[src/rtl/serial_link_consts.svh]
`ifndef SERIAL_LINK_CONSTS_SVH
`define SERIAL_LINK_CONSTS_SVH
// Clock rate and oversampling
`define CLK_HZ 50000000
`define OVERSAMPLE 16
// Register byte addresses
`define REG_CTRL 8'h00
`define REG_TXDATA 8'h04
`define REG_RXDATA 8'h08
`define REG_STATUS 8'h0C
`define REG_TRIG 8'h10
// Control register fields
`define CF_BAUD 3:0
`define CF_SEVEN 4
`define CF_PAR 6:5
`define CF_TWOSTOP 7
`define CF_FLOW 9:8
`define CF_ENABLE 10
`define CF_RESTART 11
// Status register fields
`define ST_RXERR 3
`define ST_TRIG 5
// Reset values: 115.2k, 8 data bits, no parity, 1 stop, no flow, enabled
`define CTRL_RESET 32'h00000408
`define TRIG_RESET 8'h54
// Field encodings
`define PAR_EVEN 2'h1
`define PAR_ODD 2'h2
`define FLOW_SW 2'h1
`define FLOW_ACK 2'h2
// In-band control characters
`define CH_XOFF 8'h13
`define CH_XON 8'h11
`define CH_ACK 8'h06
`define CH_NAK 8'h15
// Bus responses
`define RESP_OKAY 2'h0
`define RESP_SLVERR 2'h2
`endif

[src/rtl/serial_link_pkg.sv]
package serial_link_pkg;
    // Transmitter sequencing
    typedef enum logic [0:0] {TX_IDLE, TX_SEND} tx_state_type;
    // Receiver sequencing
    typedef enum logic [1:0] {RX_IDLE, RX_START, RX_BITS} rx_state_type;
endpackage

[src/rtl/byte_stream_if.sv]
`timescale 1ns/10ps
`default_nettype none
// Valid/ready stream between the port logic and its buffer
interface byte_stream_if #(parameter int WIDTH = 8);
    logic in_valid;
    logic in_ready;
    logic [WIDTH-1:0] in_data;
    logic out_valid;
    logic out_ready;
    logic [WIDTH-1:0] out_data;
    // Buffer side
    modport store (input in_valid, in_data, out_ready, output in_ready, out_valid, out_data);
    // Port logic side
    modport user (output in_valid, in_data, out_ready, input in_ready, out_valid, out_data);
endinterface
`default_nettype wire

[src/rtl/two_entry_buffer.sv]
`timescale 1ns/10ps
`default_nettype none
module two_entry_buffer #(
    parameter int WIDTH = 8
) (
    // Clock and reset
    input wire logic aclk,
    input wire logic aresetn,
    // Stream
    byte_stream_if.store bs
);
    logic [WIDTH-1:0] mem [2]; // Storage words
    logic head; // Read slot
    logic tail; // Write slot
    logic [1:0] count; // Words held
    wire push = bs.in_valid && bs.in_ready;
    wire pop = bs.out_valid && bs.out_ready;

    assign bs.in_ready = (count != 2'h2);
    assign bs.out_valid = (count != 2'h0);
    assign bs.out_data = mem[head];

    ////////////////////////////////////////////////////////////////
    // Pointers and count
    always_ff @(posedge aclk) begin
        if (!aresetn) begin
            head <= 1'b0;
            tail <= 1'b0;
            count <= 2'h0;
        end else begin
            if (push) begin
                tail <= ~tail;
            end
            if (pop) begin
                head <= ~head;
            end
            count <= count + {1'b0, push} - {1'b0, pop};
        end
    end

    // Data store
    always_ff @(posedge aclk) begin
        if (push) begin
            mem[tail] <= bs.in_data;
        end
    end
endmodule
`default_nettype wire

[src/rtl/reader_serial_port_link.sv]
`timescale 1ns/10ps
`default_nettype none
`include "serial_link_consts.svh"
module reader_serial_port_link import serial_link_pkg::*; (
    // Clock and reset
    input wire logic aclk,
    input wire logic aresetn,
    // Register bus write channels
    input wire logic [7:0] awaddr,
    input wire logic [2:0] awprot,
    input wire logic awvalid,
    output logic awready,
    input wire logic [31:0] wdata,
    input wire logic [3:0] wstrb,
    input wire logic wvalid,
    output logic wready,
    output logic [1:0] bresp,
    output logic bvalid,
    input wire logic bready,
    // Register bus read channels
    input wire logic [7:0] araddr,
    input wire logic [2:0] arprot,
    input wire logic arvalid,
    output logic arready,
    output logic [31:0] rdata,
    output logic [1:0] rresp,
    output logic rvalid,
    input wire logic rready,
    // Serial pins
    output logic serial_tx_line,
    input wire logic serial_rx_line,
    // Read command seen
    output logic read_trigger
);
    ////////////////////////////////////////////////////////////////
    // Helpers
    // Clock cycles per oversample tick for a rate index
    function automatic logic [12:0] tick_div(input logic [3:0] sel);
        int unsigned baud;
        case (sel)
            4'h0: baud = 600;
            4'h1: baud = 1200;
            4'h2: baud = 2400;
            4'h3: baud = 4800;
            4'h4: baud = 9600;
            4'h5: baud = 19200;
            4'h6: baud = 38400;
            4'h7: baud = 57600;
            4'h9: baud = 230400;
            default: baud = 115200;
        endcase
        tick_div = 13'(`CLK_HZ / (baud * `OVERSAMPLE));
    endfunction

    // Parity bit making the chosen count of ones
    function automatic logic par_bit(input logic [7:0] d, input logic [1:0] mode);
        par_bit = (mode == `PAR_ODD) ? ~(^d) : ^d;
    endfunction

    // Byte-lane merge of a write into a stored word
    function automatic logic [31:0] merge(input logic [31:0] old, input logic [31:0] nw,
                                          input logic [3:0] strb);
        logic [31:0] m;
        m = {{8{strb[3]}}, {8{strb[2]}}, {8{strb[1]}}, {8{strb[0]}}};
        merge = (old & ~m) | (nw & m);
    endfunction

    ////////////////////////////////////////////////////////////////
    // Configuration
    logic [31:0] ctrl; // Control register
    logic [7:0] trig_char; // Read command character
    logic port_active; // Enable in force since last restart
    wire seven = ctrl[`CF_SEVEN];
    wire [1:0] par_mode = ctrl[`CF_PAR];
    wire par_en = (par_mode == `PAR_EVEN) || (par_mode == `PAR_ODD);
    wire two_stop = ctrl[`CF_TWOSTOP];
    wire flow_sw = (ctrl[`CF_FLOW] == `FLOW_SW);
    wire ack_mode = (ctrl[`CF_FLOW] == `FLOW_ACK);
    wire [3:0] nd = seven ? 4'h7 : 4'h8;
    // frame length: start bit, data bits, parity bit if enabled, and one or two stop bits
    wire [3:0] frame_len = 4'h1 + nd + {3'h0, par_en} + (two_stop ? 4'h2 : 4'h1);
    wire [3:0] rx_need = frame_len - 4'h1;

    ////////////////////////////////////////////////////////////////
    // Oversample tick divider
    logic [12:0] tick_cnt; // Divider count
    wire [12:0] cur_div = tick_div(ctrl[`CF_BAUD]);
    wire tick = (tick_cnt >= cur_div - 13'h1);

    // Free-running tick enable
    always_ff @(posedge aclk) begin
        if (!aresetn || tick) begin
            tick_cnt <= 13'h0;
        end else begin
            tick_cnt <= tick_cnt + 13'h1;
        end
    end

    ////////////////////////////////////////////////////////////////
    // Receiver
    logic [2:0] rx_sync; // Pin synchroniser
    logic rx_level; // Filtered line level
    logic rx_prev; // Filtered level one cycle back, idles high so reset makes no edge
    rx_state_type rx_state; // Receive sequencing
    logic [3:0] rx_sub; // Tick within bit
    logic [3:0] rx_idx; // Bit within frame
    logic [10:0] rx_bits; // Collected bits
    wire rx_last = (rx_state == RX_BITS) && tick && (rx_sub == 4'hF);
    wire rx_done = rx_last && (rx_idx == rx_need - 4'h1) && port_active;
    wire [10:0] rx_full = rx_bits | (11'(rx_level) << rx_idx);
    wire [7:0] rx_data = seven ? {1'b0, rx_full[6:0]} : rx_full[7:0];
    wire [3:0] stop_pos = nd + {3'h0, par_en};
    wire stop_ok = rx_full[stop_pos] && (!two_stop || rx_full[stop_pos + 4'h1]);
    wire par_ok = !par_en || (rx_full[nd] == par_bit(rx_data, par_mode));
    wire rx_bad = !(par_ok && stop_ok);

    // Three-stage pin synchroniser, change counts when last two agree
    always_ff @(posedge aclk) begin
        if (!aresetn) begin
            rx_sync <= 3'h7;
            rx_level <= 1'b1;
            rx_prev <= 1'b1;
        end else begin
            rx_sync <= {rx_sync[1:0], serial_rx_line};
            rx_prev <= rx_level;
            if (rx_sync[1] == rx_sync[2]) begin
                rx_level <= rx_sync[2];
            end
        end
    end

    // start bit checked mid-bit, then LSB-first sampling
    always_ff @(posedge aclk) begin
        if (!aresetn || !port_active) begin
            rx_state <= RX_IDLE;
            rx_sub <= 4'h0;
            rx_idx <= 4'h0;
            rx_bits <= 11'h0;
        end else begin
            case (rx_state)
                // Wait for falling edge
                RX_IDLE: begin
                    rx_sub <= 4'h0;
                    rx_idx <= 4'h0;
                    rx_bits <= 11'h0;
                    // A held-low line after a bad stop must not restart the receiver
                    if (rx_prev && !rx_level) begin
                        rx_state <= RX_START;
                    end
                end
                // Half a bit into the start bit
                RX_START: begin
                    if (tick) begin
                        rx_sub <= rx_sub + 4'h1;
                        if (rx_sub == 4'h7) begin
                            rx_sub <= 4'h0;
                            rx_state <= rx_level ? RX_IDLE : RX_BITS;
                        end
                    end
                end
                // One sample per bit time
                RX_BITS: begin
                    if (tick) begin
                        rx_sub <= rx_sub + 4'h1;
                    end
                    if (rx_last) begin
                        rx_bits <= rx_full;
                        rx_idx <= rx_idx + 4'h1;
                        if (rx_idx == rx_need - 4'h1) begin
                            rx_state <= RX_IDLE;
                        end
                    end
                end
                default: rx_state <= RX_IDLE;
            endcase
        end
    end

    ////////////////////////////////////////////////////////////////
    // Received character handling
    logic await_ack; // Data character awaiting its answer
    logic paused; // Pause character received
    logic [7:0] rx_hold; // Character for software
    logic rx_valid; // Holding register full
    logic rx_err; // Sticky reception error
    logic trig_seen; // Sticky read command seen
    logic ctrl_pend; // Answer character to send
    logic [7:0] ctrl_char; // Which answer
    logic sent_xoff; // Pause sent, resume owed
    // controls are interpreted only in their own modes
    wire is_flow = flow_sw && !rx_bad && (rx_data == `CH_XOFF || rx_data == `CH_XON);
    wire is_resp = ack_mode && await_ack && !rx_bad
                   && (rx_data == `CH_ACK || rx_data == `CH_NAK);
    wire ack_got = rx_done && is_resp && (rx_data == `CH_ACK);
    wire nak_got = rx_done && is_resp && (rx_data == `CH_NAK);
    wire deliver = rx_done && !rx_bad && !is_flow && !is_resp;
    wire reply_req = rx_done && ack_mode && !is_resp;

    ////////////////////////////////////////////////////////////////
    // Transmitter
    byte_stream_if #(.WIDTH(8)) tbuf ();
    tx_state_type tx_state; // Transmit sequencing
    logic [11:0] tx_shift; // Frame being sent
    logic [3:0] tx_left; // Bits still to send
    logic [3:0] tx_sub; // Tick within bit
    logic [7:0] tx_char; // Character being sent
    wire tx_idle = (tx_state == TX_IDLE) && port_active;
    // pause while receive space is used up
    wire want_xoff = flow_sw && rx_valid && !sent_xoff;
    wire want_xon = flow_sw && !rx_valid && sent_xoff;
    wire start_ctrl = tx_idle && (want_xoff || want_xon || ctrl_pend);
    wire data_ok = tbuf.out_valid && !await_ack && !(flow_sw && paused);
    // result string leaves from the buffer in order
    wire start_data = tx_idle && !(want_xoff || want_xon || ctrl_pend) && data_ok;
    wire [7:0] next_char = want_xoff ? `CH_XOFF : want_xon ? `CH_XON
                         : ctrl_pend ? ctrl_char : tbuf.out_data;
    wire [11:0] next_frame = {3'h7, seven ? {par_en ? par_bit({1'b0, next_char[6:0]}, par_mode)
                             : 1'b1, next_char[6:0]} : next_char, 1'b0}
                             & ~(12'(!seven && par_en) << 9)
                             | (12'(!seven && par_en && par_bit(next_char, par_mode)) << 9);
    // head word leaves the buffer when its frame starts, or in answer mode only on a positive answer
    assign tbuf.out_ready = (start_data && !ack_mode) || ack_got;

    two_entry_buffer #(.WIDTH(8)) tx_fifo (
        .aclk(aclk),
        .aresetn(aresetn),
        .bs(tbuf)
    );

    // frame shifted out LSB first, line idles high
    // a disabled port abandons its frame
    always_ff @(posedge aclk) begin
        if (!aresetn || !port_active) begin
            tx_state <= TX_IDLE;
            tx_shift <= 12'hFFF;
            tx_left <= 4'h0;
            tx_sub <= 4'h0;
            tx_char <= 8'h00;
            serial_tx_line <= 1'b1;
        end else begin
            serial_tx_line <= (tx_state == TX_SEND) ? tx_shift[0] : 1'b1;
            if (start_ctrl || start_data) begin
                tx_state <= TX_SEND;
                tx_shift <= next_frame;
                tx_left <= frame_len;
                tx_sub <= 4'h0;
                tx_char <= next_char;
            end else if (tx_state == TX_SEND && tick) begin
                tx_sub <= tx_sub + 4'h1;
                if (tx_sub == 4'hF) begin
                    tx_shift <= {1'b1, tx_shift[11:1]};
                    tx_left <= tx_left - 4'h1;
                    if (tx_left == 4'h1) begin
                        tx_state <= TX_IDLE;
                    end
                end
            end
        end
    end

    // Flow and answer state; a set in the same cycle wins over a clear
    always_ff @(posedge aclk) begin
        if (!aresetn) begin
            await_ack <= 1'b0;
            paused <= 1'b0;
            ctrl_pend <= 1'b0;
            ctrl_char <= `CH_ACK;
            sent_xoff <= 1'b0;
        end else begin
            // answer ends the wait, a refusal leaves the word to resend
            await_ack <= (start_data && ack_mode) || (await_ack && !ack_got && !nak_got);
            // pause character halts data, resume releases it
            if (!flow_sw || (rx_done && is_flow && rx_data == `CH_XON)) begin
                paused <= 1'b0;
            end else if (rx_done && is_flow) begin
                paused <= 1'b1;
            end
            // good reception answered, bad answered negatively
            if (reply_req) begin
                ctrl_pend <= 1'b1;
                ctrl_char <= rx_bad ? `CH_NAK : `CH_ACK;
            end else if (start_ctrl && !want_xoff && !want_xon) begin
                ctrl_pend <= 1'b0;
            end
            if (!flow_sw || (start_ctrl && want_xon)) begin
                sent_xoff <= 1'b0;
            end else if (start_ctrl && want_xoff) begin
                sent_xoff <= 1'b1;
            end
        end
    end

    ////////////////////////////////////////////////////////////////
    // Register bus slave
    wire wr_is_tx = (awaddr == `REG_TXDATA);
    wire wr_go = awvalid && wvalid && !bvalid && !(wr_is_tx && !tbuf.in_ready);
    wire wr_known = (awaddr == `REG_CTRL) || wr_is_tx || (awaddr == `REG_STATUS)
                    || (awaddr == `REG_TRIG);
    wire wr_ctrl = wr_go && (awaddr == `REG_CTRL);
    wire w1c_st = wr_go && (awaddr == `REG_STATUS);
    wire rd_go = arvalid && !rvalid;
    wire rd_known = (araddr == `REG_CTRL) || (araddr == `REG_TXDATA)
                    || (araddr == `REG_RXDATA) || (araddr == `REG_STATUS)
                    || (araddr == `REG_TRIG);
    wire rd_pop = rd_go && (araddr == `REG_RXDATA);
    wire [31:0] status_word = {24'h0, await_ack, port_active, trig_seen, 1'b0,
                               rx_err, paused, rx_valid,
                               (tx_state != TX_IDLE) || tbuf.out_valid};
    wire [31:0] rd_word = (araddr == `REG_CTRL) ? ctrl
                        : (araddr == `REG_RXDATA) ? {23'h0, rx_valid, rx_hold}
                        : (araddr == `REG_STATUS) ? status_word
                        : (araddr == `REG_TRIG) ? {24'h0, trig_char} : 32'h0;
    wire hit_trig = deliver && (rx_data == trig_char);
    assign awready = wr_go;
    assign wready = wr_go;
    assign arready = rd_go;
    // Software pushes into the transmit buffer; a full buffer stalls the write
    assign tbuf.in_valid = wr_go && wr_is_tx && wstrb[0];
    assign tbuf.in_data = wdata[7:0];

    // Write response
    always_ff @(posedge aclk) begin
        if (!aresetn) begin
            bvalid <= 1'b0;
            bresp <= `RESP_OKAY;
        end else if (wr_go) begin
            bvalid <= 1'b1;
            bresp <= wr_known ? `RESP_OKAY : `RESP_SLVERR;
        end else if (bready) begin
            bvalid <= 1'b0;
        end
    end

    // Read response
    always_ff @(posedge aclk) begin
        if (!aresetn) begin
            rvalid <= 1'b0;
            rdata <= 32'h0;
            rresp <= `RESP_OKAY;
        end else if (rd_go) begin
            rvalid <= 1'b1;
            rdata <= rd_word;
            rresp <= rd_known ? `RESP_OKAY : `RESP_SLVERR;
        end else if (rready) begin
            rvalid <= 1'b0;
        end
    end

    // Configuration registers
    always_ff @(posedge aclk) begin
        if (!aresetn) begin
            ctrl <= `CTRL_RESET;
            trig_char <= `TRIG_RESET;
            port_active <= 1'b1;
        end else begin
            if (wr_ctrl) begin
                ctrl <= merge(ctrl, wdata, wstrb) & ~(32'h1 << `CF_RESTART);
            end
            // read command character written by software
            if (wr_go && awaddr == `REG_TRIG && wstrb[0]) begin
                trig_char <= wdata[7:0];
            end
            // enable setting takes hold only on restart
            if (wr_ctrl && wstrb[1] && wdata[`CF_RESTART]) begin
                port_active <= wdata[`CF_ENABLE];
            end
        end
    end

    // Received data, sticky flags and trigger pulse
    always_ff @(posedge aclk) begin
        if (!aresetn) begin
            rx_hold <= 8'h00;
            rx_valid <= 1'b0;
            rx_err <= 1'b0;
            trig_seen <= 1'b0;
            read_trigger <= 1'b0;
        end else begin
            if (deliver) begin
                rx_hold <= rx_data;
            end
            rx_valid <= deliver || (rx_valid && !rd_pop);
            rx_err <= (rx_done && rx_bad) || (rx_err && !(w1c_st && wdata[`ST_RXERR]));
            trig_seen <= hit_trig || (trig_seen && !(w1c_st && wdata[`ST_TRIG]));
            read_trigger <= hit_trig;
        end
    end
endmodule
`default_nettype wire

[config.mk]
export PLATFORM = sky130hd
export DESIGN_NAME = reader_serial_port_link
export DESIGN_NICKNAME = d
export VERILOG_FILES = /design/src/rtl/serial_link_pkg.sv /design/src/rtl/byte_stream_if.sv /design/src/rtl/two_entry_buffer.sv /design/src/rtl/reader_serial_port_link.sv
export VERILOG_INCLUDE_DIRS = /design/src /design/src/rtl
export SDC_FILE = /design/constraint.sdc
export NUM_CORES = 1
export LEC_CHECK = 0
export BUFFER_PORTS_ARGS = -buffer_cell sky130_fd_sc_hd__buf_4
export CAP_MARGIN = 10
export CORE_ASPECT_RATIO = 1.4
export CORE_MARGIN = 8
export CORE_UTILIZATION = 43
export CTS_BUF_LIST = sky130_fd_sc_hd__clkbuf_16
export DETAILED_ROUTE_END_ITERATION = 12
export GPL_ROUTABILITY_DRIVEN = 0
export SETUP_SLACK_MARGIN = 0.2
export SLEW_MARGIN = 20
export SYNTH_ARGS = -nofsm -noshare
export SYNTH_HDL_FRONTEND = slang
export SYNTH_SLANG_ARGS = --single-unit
[constraint.sdc]
create_clock -name aclk -period 57.8 [get_ports aclk]
set_input_delay 2.89 -clock aclk [delete_from_list [all_inputs] [get_ports aclk]]
set_output_delay 2.89 -clock aclk [all_outputs]
set_load 0.005 [all_outputs]
==> run summary, run 1 <==
Routed wire per std cell: 17.96 um
sequential-to-total area share from yosys stat: 15.91%
ratio of cells with drive above 1 in the final layout: 20.08%
Rows: 104
largest net degree at the start of global routing: 73
CTS clock-pin slew for the worst setup and hold paths: 0.10 ns
initial core utilization: 43.19%
Final #Nets: 4000
core footprint: 57120 sq um
Routed Antenna Nets: 0
die span in x: 218.4 um
most frequent cells after synthesis: 315 x sky130_fd_sc_hd__nor2_1, 311 x sky130_fd_sc_hd__nand2_1, 296 x sky130_fd_sc_hd__ha_1
highest clock rate: 18.39 MHz
top post-synthesis cells by area: sky130_fd_sc_hd__ha_1 15%, sky130_fd_sc_hd__dfxtp_1 14%, sky130_fd_sc_hd__a21oi_1 5.5%, sky130_fd_sc_hd__xnor2_1 4.9%, sky130_fd_sc_hd__nor2_1 4.8%
fraction of post-synthesis cell area in the top cell type by area: 15.01%
number of antenna repair diodes: 0
Slew Limit Fails: 0
estimated wirelength of the detail-placed design: 62.48 mm
RSZ-0062 raised after global routing: no
path type of the worst min-delay path: reg2reg
worst relative slew slack: 34.68%
number of synthesized register bits: 188
vias after detailed routing: 25920
total of hold buffers inserted after clock tree synthesis: 0
number of synthesized flops with an enable pin: 16
Core Util, Final: 52.24%
TritonCTS clock tree: done
number of H-tree branching levels: 4
Period Utilization, post-route: 94.07%
count of different cell masters after synthesis: 120
Slowest-stage cell, CP: sky130_fd_sc_hd__or4_4
minimum clock period: 54.37 ns
global-route usage over all layers: 23.01%
Lkg Pwr: 12.63 nW
power density relative to cell area: 9.673 nW/um^2
floorplan die height: 299.4 um
cell taking the most area after synthesis: sky130_fd_sc_hd__ha_1
maximum number of buffers from clock root to sink: 2
buffers added on ports: 99
Yosys warning total: 0
max-capacitance violation count: 0
delay-heaviest family, CP: compound AO/OA/AOI/OAI gates
layout-stage area growth over the synthesis result: 20.96%
Detailed Route Iter0 Violations: 1328
highest ir drop seen on vdd: 15.92 uV
number of top-level pins: 109
endpoint arrival time on the critical path: 54.72 ns
Startpoint Class: register
leading cell type by number of instances after synthesis: sky130_fd_sc_hd__nor2_1
insertion delay to the later sink of the worst-skew pair: 0.45 ns
antenna violations before repair: 0
share of synthesized flip-flops with an asynchronous set or reset: 0%
Critical Path Fanout Max: 23
slew at the pin closest to its max-slew limit: 0.9718 ns
highest cell delay on the worst timing path: 0.60 ns
minimum hold slack: 0.4322 ns
DIE AREA: 65400 sq um
overall routed net length: 78.86 mm
classification of the worst setup path: reg2reg
required time of the worst setup path: 58.15 ns
most used flip-flop cell after synthesis: sky130_fd_sc_hd__dfxtp_1
number of DRC violations after detailed routing: 0
CTS sink cnt: 188
vias in the first global route: 25970
grt total ovfl: 0
Worst path most repeated cell: sky130_fd_sc_hd__ha_1
WP buf/inv: 27
Syn Std Cell Area: 24670 sq um
count of final hold-check violations: 0
root buffer selected by CTS: sky130_fd_sc_hd__clkbuf_16
number of buffers created by CTS: 17
first-pass GRT wire length: 126.7 mm
synthesized area divided by synthesized cell count: 7.469 sq um
setup TNS: 0 ns
Initial DRT Pass Iterations: 6
post-synthesis cell count: 3303
status: finished clean
endpoint type of the worst setup path: register
routed via count divided by cell count: 5.902
Worst Clk Skew: 0.01946 ns
setup violation total in the final timing report: 0
[path summary, 6_finish.rpt]
kind / to / from / slack [ns] / cells after the start
min reg2reg: rx_sync[1] / rx_sync[0] / 0.43 / 1
max reg2reg: tx_fifo.count[1] / register / 3.43 / 294
min: rx_sync[1] / rx_sync[0] / 0.43 / 1
max: tx_fifo.count[1] / register / 3.43 / 294
[through the flow]
stage / power, mW / instances / instance area (sq um) / setup slack [ns]
CTS: 0.2921 / 4359 / 29020 / 0.2123
finish: 0.2886 / 4392 / 29840 / 3.429
floorplan: 0.1490 / 3306 / 24700 / 0.2051
global placement: 0.1597 / 4319 / 28110 / -0.9868
detailed placement: 0.1602 / 4319 / 28110 / -1.769
global route: 0.2995 / 4392 / 29840 / 0.001712
[layer usage]
| metal | GRT usage [%] | wire length (um) | up-vias | part of all wire [%] |
|---|---|---|---|---|
| li1 | - | - | 12780 | - |
| met1 | 24.75 | 30880 | 12270 | 39 |
| met2 | 42.79 | 40690 | 636 | 52 |
| met3 | 2.794 | 2961 | 236 | 3.8 |
| met4 | 12.67 | 4321 | 0 | 5.5 |
| met5 | 0 | 0 | - | 0 |
[layout by cell type (no fill, tap or decap), types with 22 or more instances in the layout]
master	Yosys	final
sky130_fd_sc_hd__and3_1	27	25
sky130_fd_sc_hd__o31ai_1	40	38
sky130_fd_sc_hd__xnor2_1	138	138
sky130_fd_sc_hd__a31oi_1	26	25
sky130_fd_sc_hd__a21boi_0	74	66
sky130_fd_sc_hd__o211ai_1	42	42
sky130_fd_sc_hd__mux2_2	75	74
sky130_fd_sc_hd__nor2b_1	52	51
sky130_fd_sc_hd__buf_4	6	403
sky130_fd_sc_hd__nor3_1	94	88
sky130_fd_sc_hd__xor2_1	72	72
sky130_fd_sc_hd__mux2i_1	50	48
sky130_fd_sc_hd__ha_1	296	289
sky130_fd_sc_hd__nand4_1	26	26
sky130_fd_sc_hd__a21oi_2	0	26
sky130_fd_sc_hd__and2_1	36	35
sky130_fd_sc_hd__inv_1	140	138
sky130_fd_sc_hd__o21ai_1	11	29
sky130_fd_sc_hd__or2_2	23	22
sky130_fd_sc_hd__nor2_1	315	309
sky130_fd_sc_hd__o21a_1	84	83
sky130_fd_sc_hd__nand3_1	123	121
sky130_fd_sc_hd__a21oi_1	269	241
sky130_fd_sc_hd__dfxtp_1	172	169
sky130_fd_sc_hd__nand2b_1	78	75
sky130_fd_sc_hd__o21ai_0	196	163
sky130_fd_sc_hd__or3_1	29	25
sky130_fd_sc_hd__a21o_1	61	60
sky130_fd_sc_hd__nand2_1	311	308
[kinds of logic after synthesis]
family | synth area share, %
compound gates | 27.46
fa+ha+maj | 15.09
flops | 15.91
simple gates | 24.42
other cells | 0.01520
xor+xnor | 7.455
mux | 5.751
buf+inv | 3.900
[cell type report]
type,instances,area (sq um)
clock buffers,17,425.4
clock inverters,15,226.5
fillers,5419,27280
inverters,142,539.3
multi-input cells,2872,20560
flip-flops and latches,188,3928
well taps,742,928.4
repair buffers,416,3231
[what timing repair did]
| action | 4_1_cts | 5_1_grt |
|---|---|---|
| endpoints found under the setup margin | 74 | 74 |
| gates resized for setup | 46 | 152 |
| pin swaps | 6 | 55 |
| cloned | 0 | 1 |
| buffers inserted | 8 | 32 |
[report_power, final]
part / internal (mW) / total, mW / switching (mW) / leakage [nW]
combinational: 0.0118 / 0.0249 / 0.0131 / 10.8
sequential: 0.132 / 0.133 / 0.000758 / 1.53
clock: 0.0624 / 0.131 / 0.0684 / 0.315
total: 0.206 / 0.289 / 0.0823 / 12.6
Note: power is estimated with default switching activity, not from simulation.
==> run 2, diff against run 1 <==
Settings changed: GPL_TIMING_DRIVEN set to 0.
==> run summary, run 2 (synthesis gave the netlist of run 1 again) <==
most common cell after layout, fill and taps aside: sky130_fd_sc_hd__nand2_1
total of hold buffers inserted after clock tree synthesis: 0
classification of the worst setup path: reg2reg
initial core utilization: 43.19%
TritonCTS clock tree: done
status: finished clean
ratio of cells with drive above 1 in the final layout: 19.79%
Final #Nets: 3923
path type of the worst min-delay path: reg2reg
buffers added on ports: 95
insertion delay to the later sink of the worst-skew pair: 0.45 ns
first-pass GRT wire length: 124.4 mm
number of H-tree branching levels: 4
global-route usage over all layers: 22.88%
minimum hold slack: 0.4322 ns
most frequent cells in the layout: 308 x sky130_fd_sc_hd__nand2_1, 306 x sky130_fd_sc_hd__nor2_1, 264 x sky130_fd_sc_hd__ha_1, 242 x sky130_fd_sc_hd__buf_4, 224 x sky130_fd_sc_hd__a21oi_1
routed via count divided by cell count: 5.809
Period Utilization, post-route: 94.72%
maximum number of buffers from clock root to sink: 2
Slowest-stage cell, CP: sky130_fd_sc_hd__or4_4
layout-stage area growth over the synthesis result: 21.24%
pre-CTS setup slack: -14.73 ns
Slew Limit Fails: 0
antenna violations before repair: 0
highest ir drop seen on vdd: 27.90 uV
required time of the worst setup path: 58.14 ns
endpoint type of the worst setup path: register
Non-Filler Cell Area, Final: 29910 sq um
post-detailed-placement cell area: 26360 sq um
worst relative slew slack: 21.78%
DIE AREA: 65400 sq um
CTS sink cnt: 188
minimum clock period: 54.75 ns
number of top-level pins: 109
number of fill cells in the layout: 5563
Startpoint Class: register
Rows: 104
setup TNS: 0 ns
max-capacitance violation count: 0
Critical Path Fanout Max: 10
Worst Clk Skew: 0.01302 ns
count of final hold-check violations: 0
CTS clock-pin slew for the worst setup and hold paths: 0.08 ns
Lkg Pwr: 12.17 nW
vias in the first global route: 24460
grt total ovfl: 0
power density relative to cell area: 9.497 nW/um^2
Worst path most repeated cell: sky130_fd_sc_hd__a21oi_2
largest net degree at the start of global routing: 23
die span in x: 218.4 um
highest clock rate: 18.27 MHz
endpoint arrival time on the critical path: 55.09 ns
number of DRC violations after detailed routing: 0
floorplan die height: 299.4 um
Routed wire per std cell: 18.20 um
highest cell delay on the worst timing path: 0.56 ns
Initial DRT Pass Iterations: 5
slew at the pin closest to its max-slew limit: 1.172 ns
estimated wirelength of the detail-placed design: 59.85 mm
overall routed net length: 78.52 mm
Detailed Route Iter0 Violations: 1078
Routed Antenna Nets: 0
core footprint: 57120 sq um
number of antenna repair diodes: 0
Setup WS post-layout: 3.051 ns
root buffer selected by CTS: sky130_fd_sc_hd__clkbuf_16
vias after detailed routing: 25070
setup violation total in the final timing report: 0
number of buffers created by CTS: 17
==> run 2: final cells by class <==
type,count,area [sq um],share of cell area [%]
sequential,188,3948,13.20
tap,742,928.4,3.104
clock buffer,17,425.4,1.422
clock inverter,15,217.7,0.7279
timing repair inverter,3,15.01,0.05020
multi-input combinational,2872,21330,71.31
timing repair buffer,232,1780,5.953
inverter,142,551.8,1.845
buffer,104,714.4,2.389
==> run 2: worst max-delay path, delay by kind of cell, from the launching register on <==
family | cells | cell delay (ns)
buffers and inverters | 30 | 4.51
xor gates and xnor gates | 4 | 0.56
adders and majority gates | 26 | 7.32
AOI/OAI and AO/OA | 150 | 25.53
and+or+nand+nor | 77 | 13.66
muxes | 9 | 2.51
DFF | 1 | 0.38
==> run 2: layer usage <==
layer | track usage (%) | up-vias | share of wire, %
li1 | - | 12670 | -
met3 | 2.300 | 136 | 3.0
met4 | 8.635 | 0 | 3.6
met5 | 0 | - | 0
met1 | 25.57 | 11800 | 41
met2 | 43.56 | 452 | 52
==> run 2: worst paths after layout <==
| path | slack (ns) | end | from | cells past startpoint |
|---|---|---|---|---|
| worst max-delay path | 3.05 | tx_fifo.count[1] | register | 296 |
| worst min-delay path | 0.43 | rx_sync[1] | rx_sync[0] | 1 |
| worst max register to register | 3.05 | tx_fifo.count[1] | register | 296 |
| worst min register to register | 0.43 | rx_sync[1] | rx_sync[0] | 1 |
==> run 2: through the flow <==
stage	utilization [%]	instances	power (mW)
final	52.36	4315	0.2840
after global routing	52.36	4315	0.2941
after CTS	49.96	4243	0.2859
after detailed placement	46.15	4144	0.1588
after global placement	46.11	4143	0.1585
after floorplan	-	3306	0.1490
==> run 2: what timing repair did <==
action                                  4_1_cts  5_1_grt
pin swaps                                    56      121
cloned                                        3        2
resized for setup                           257      215
endpoints found under the setup margin       74       74
buffers inserted                             64       70
==> run 2: report_power, final <==
group	internal (mW)	switching, mW
clock	0.0670	0.0596
combinational	0.0111	0.0135
sequential	0.132	0.000750
total	0.210	0.0739
==> run 3, diff against run 2 <==
Clock period 57.8 ns to 50 ns, I/O delays scaled along.
==> run summary, run 3 (synthesis gave the netlist of run 1 again) <==
die span in x: 218.4 um
worst relative slew slack: 20.72%
endpoint arrival time on the critical path: 52.61 ns
layout-stage area growth over the synthesis result: 41.16%
max-capacitance violation count: 0
R2R depth: 312
path type of the worst min-delay path: reg2reg
Period Utilization, post-route: 104.5%
Initial DRT Pass Iterations: 6
buffers added on ports: 95
Lkg Pwr: 14.45 nW
Top Usage Layer GRT: met2
highest clock rate: 19.13 MHz
Worst Clk Skew: 0.01210 ns
count of cell instances traversed by the critical path: 312
grt total ovfl: 0
routed via count divided by cell count: 5.959
total of hold buffers inserted after clock tree synthesis: 0
switching power: 0.08542 mW
status: finished with violations
Final #Nets: 4307
destination of the critical timing path: rx_hold[3]
clock group share of total power: 41.7%
number of fill cells in the layout: 4865
overall routed net length: 91.23 mm
global-route usage over all layers: 26.17%
switching share of total power: 26.69%
largest net degree at the start of global routing: 23
number of H-tree branching levels: 4
footprint of the flip-flops and latches: 3955 sq um
root buffer selected by CTS: sky130_fd_sc_hd__clkbuf_16
classification of the worst setup path: reg2reg
count of final hold-check violations: 0
delay-heaviest family, CP: compound AO/OA/AOI/OAI gates
Rows: 104
highest cell delay on the worst timing path: 0.71 ns
initial core utilization: 43.19%
Worst path most repeated cell: sky130_fd_sc_hd__buf_4
highest ir drop seen on vdd: 27.76 uV
Slowest-stage cell, CP: sky130_fd_sc_hd__a221oi_1
DIE AREA: 65400 sq um
number of antenna repair diodes: 0
endpoint type of the worst setup path: register
setup violation total in the final timing report: 74
met1 Usage GRT: 26.95%
maximum number of buffers from clock root to sink: 2
floorplan die height: 299.4 um
failing checks: setup timing
CTS sink cnt: 188
first-pass GRT wire length: 142.0 mm
share of total power in sequential cells: 47.9%
number of top-level pins: 109
global routing usage on met3: 3.107%
setup TNS: -128.98 ns
Startpoint Class: register
number of buffers created by CTS: 17
area occupied by multi-input gates: 22970 sq um
Slew Limit Fails: 0
most frequent cells in the layout: 574 x sky130_fd_sc_hd__buf_4, 286 x sky130_fd_sc_hd__nand2_1, 280 x sky130_fd_sc_hd__nor2_1, 216 x sky130_fd_sc_hd__ha_1, 197 x sky130_fd_sc_hd__a21oi_1
estimated wirelength of the detail-placed design: 63.46 mm
WP buf/inv: 82
Critical Path Fanout Max: 10
Routed Antenna Nets: 0
insertion delay to the later sink of the worst-skew pair: 0.45 ns
part of the power in combinational logic: 10.3%
met2 Usage GRT: 49.05%
vias after detailed routing: 28000
antenna violations before repair: 0
Detailed Route Iter0 Violations: 1618
most common cell after layout, fill and taps aside: sky130_fd_sc_hd__buf_4
number of DRC violations after detailed routing: 0
power density relative to cell area: 9.191 nW/um^2
vias in the first global route: 28630
slew at the pin closest to its max-slew limit: 1.182 ns
internal power component: 0.2346 mW
TritonCTS clock tree: done
ratio of cells with drive above 1 in the final layout: 32.90%
required time of the worst setup path: 50.35 ns
RSZ-0062 raised after global routing: yes
terminus of the critical flop-to-flop path: rx_hold[3]
core footprint: 57120 sq um
Setup WS post-layout: -2.264 ns
reg2reg setup slack: -2.26 ns
minimum hold slack: 0.4285 ns
CTS clock-pin slew for the worst setup and hold paths: 0.08 ns
minimum clock period: 52.26 ns
Routed wire per std cell: 19.41 um
total chip power: 0.3200 mW
-- run 3: cell types whose count changed in the layout (fill, tap and decap cells not counted), moves of 13 or more --
cell,previous run,this run
sky130_fd_sc_hd__ha_4,24,67
sky130_fd_sc_hd__nor2_1,306,280
sky130_fd_sc_hd__a21oi_2,41,56
sky130_fd_sc_hd__nand2_2,2,15
sky130_fd_sc_hd__buf_6,9,46
sky130_fd_sc_hd__ha_1,264,216
sky130_fd_sc_hd__mux2_2,72,59
sky130_fd_sc_hd__buf_4,242,574
sky130_fd_sc_hd__nor2_2,9,22
sky130_fd_sc_hd__a21oi_1,224,197
sky130_fd_sc_hd__mux2_4,4,17
sky130_fd_sc_hd__nand2_1,308,286
sky130_fd_sc_hd__o21ai_0,147,124
sky130_fd_sc_hd__nor2_4,4,17
-- run 3: power by group through the flow --
stage / Combinational [mW] / Clock, mW / Sequential (mW)
finish: 0.0331 / 0.134 / 0.153
global route: 0.0360 / 0.142 / 0.154
CTS: 0.0304 / 0.136 / 0.153
detailed placement: 0.0274 / 0 / 0.157
global placement: 0.0266 / 0 / 0.157
floorplan: 0.0163 / 0 / 0.157
-- run 3: metal layers --
layer | wire length, um | vias to the layer above
li1 | - | 13440
met1 | 34380 | 13350
met2 | 46690 | 871
met3 | 3687 | 340
met4 | 6459 | 0
met5 | 0 | -
-- run 3: stage by stage --
step	setup WS (ns)	std cells	cell area, sq um	utilization (%)
after floorplan	-0.4911	3306	25980	-
after global placement	-10.19	4143	27620	48.35
after detailed placement	-10.88	4144	27650	48.40
after CTS	-1.899	4579	33000	57.77
after global routing	-4.368	4699	34820	60.96
final	-2.264	4699	34820	60.96
-- run 3: worst min-delay path by stage --
stage | to | slack (ns) | startpoint | depth (start not counted)
after floorplan | rx_sync[1] | 0.39 | rx_sync[0] | 1
after global placement | rx_sync[1] | 0.40 | rx_sync[0] | 1
after detailed placement | rx_sync[1] | 0.42 | rx_sync[0] | 1
after CTS | rx_sync[1] | 0.43 | rx_sync[0] | 1
after global routing | rx_sync[1] | 0.45 | rx_sync[0] | 1
final | rx_sync[1] | 0.43 | rx_sync[0] | 1
-- run 3: timing repair --
action,4_1_cts,5_1_grt
cloned,9,4
resized for setup,321,228
setup buffers,394,116
pin swaps,250,162
endpoints found under the setup margin,74,74
-- run 3: area by class of cell --
class	count	area share, %
well taps	742	2.666
clock buffers	17	1.222
multi-input cells	2872	65.95
clock inverters	15	0.4204
flip-flops and latches	188	11.36
repair inverters	2	0.02874
plain buffers	104	2.867
repair buffers	617	13.91
inverters	142	1.581
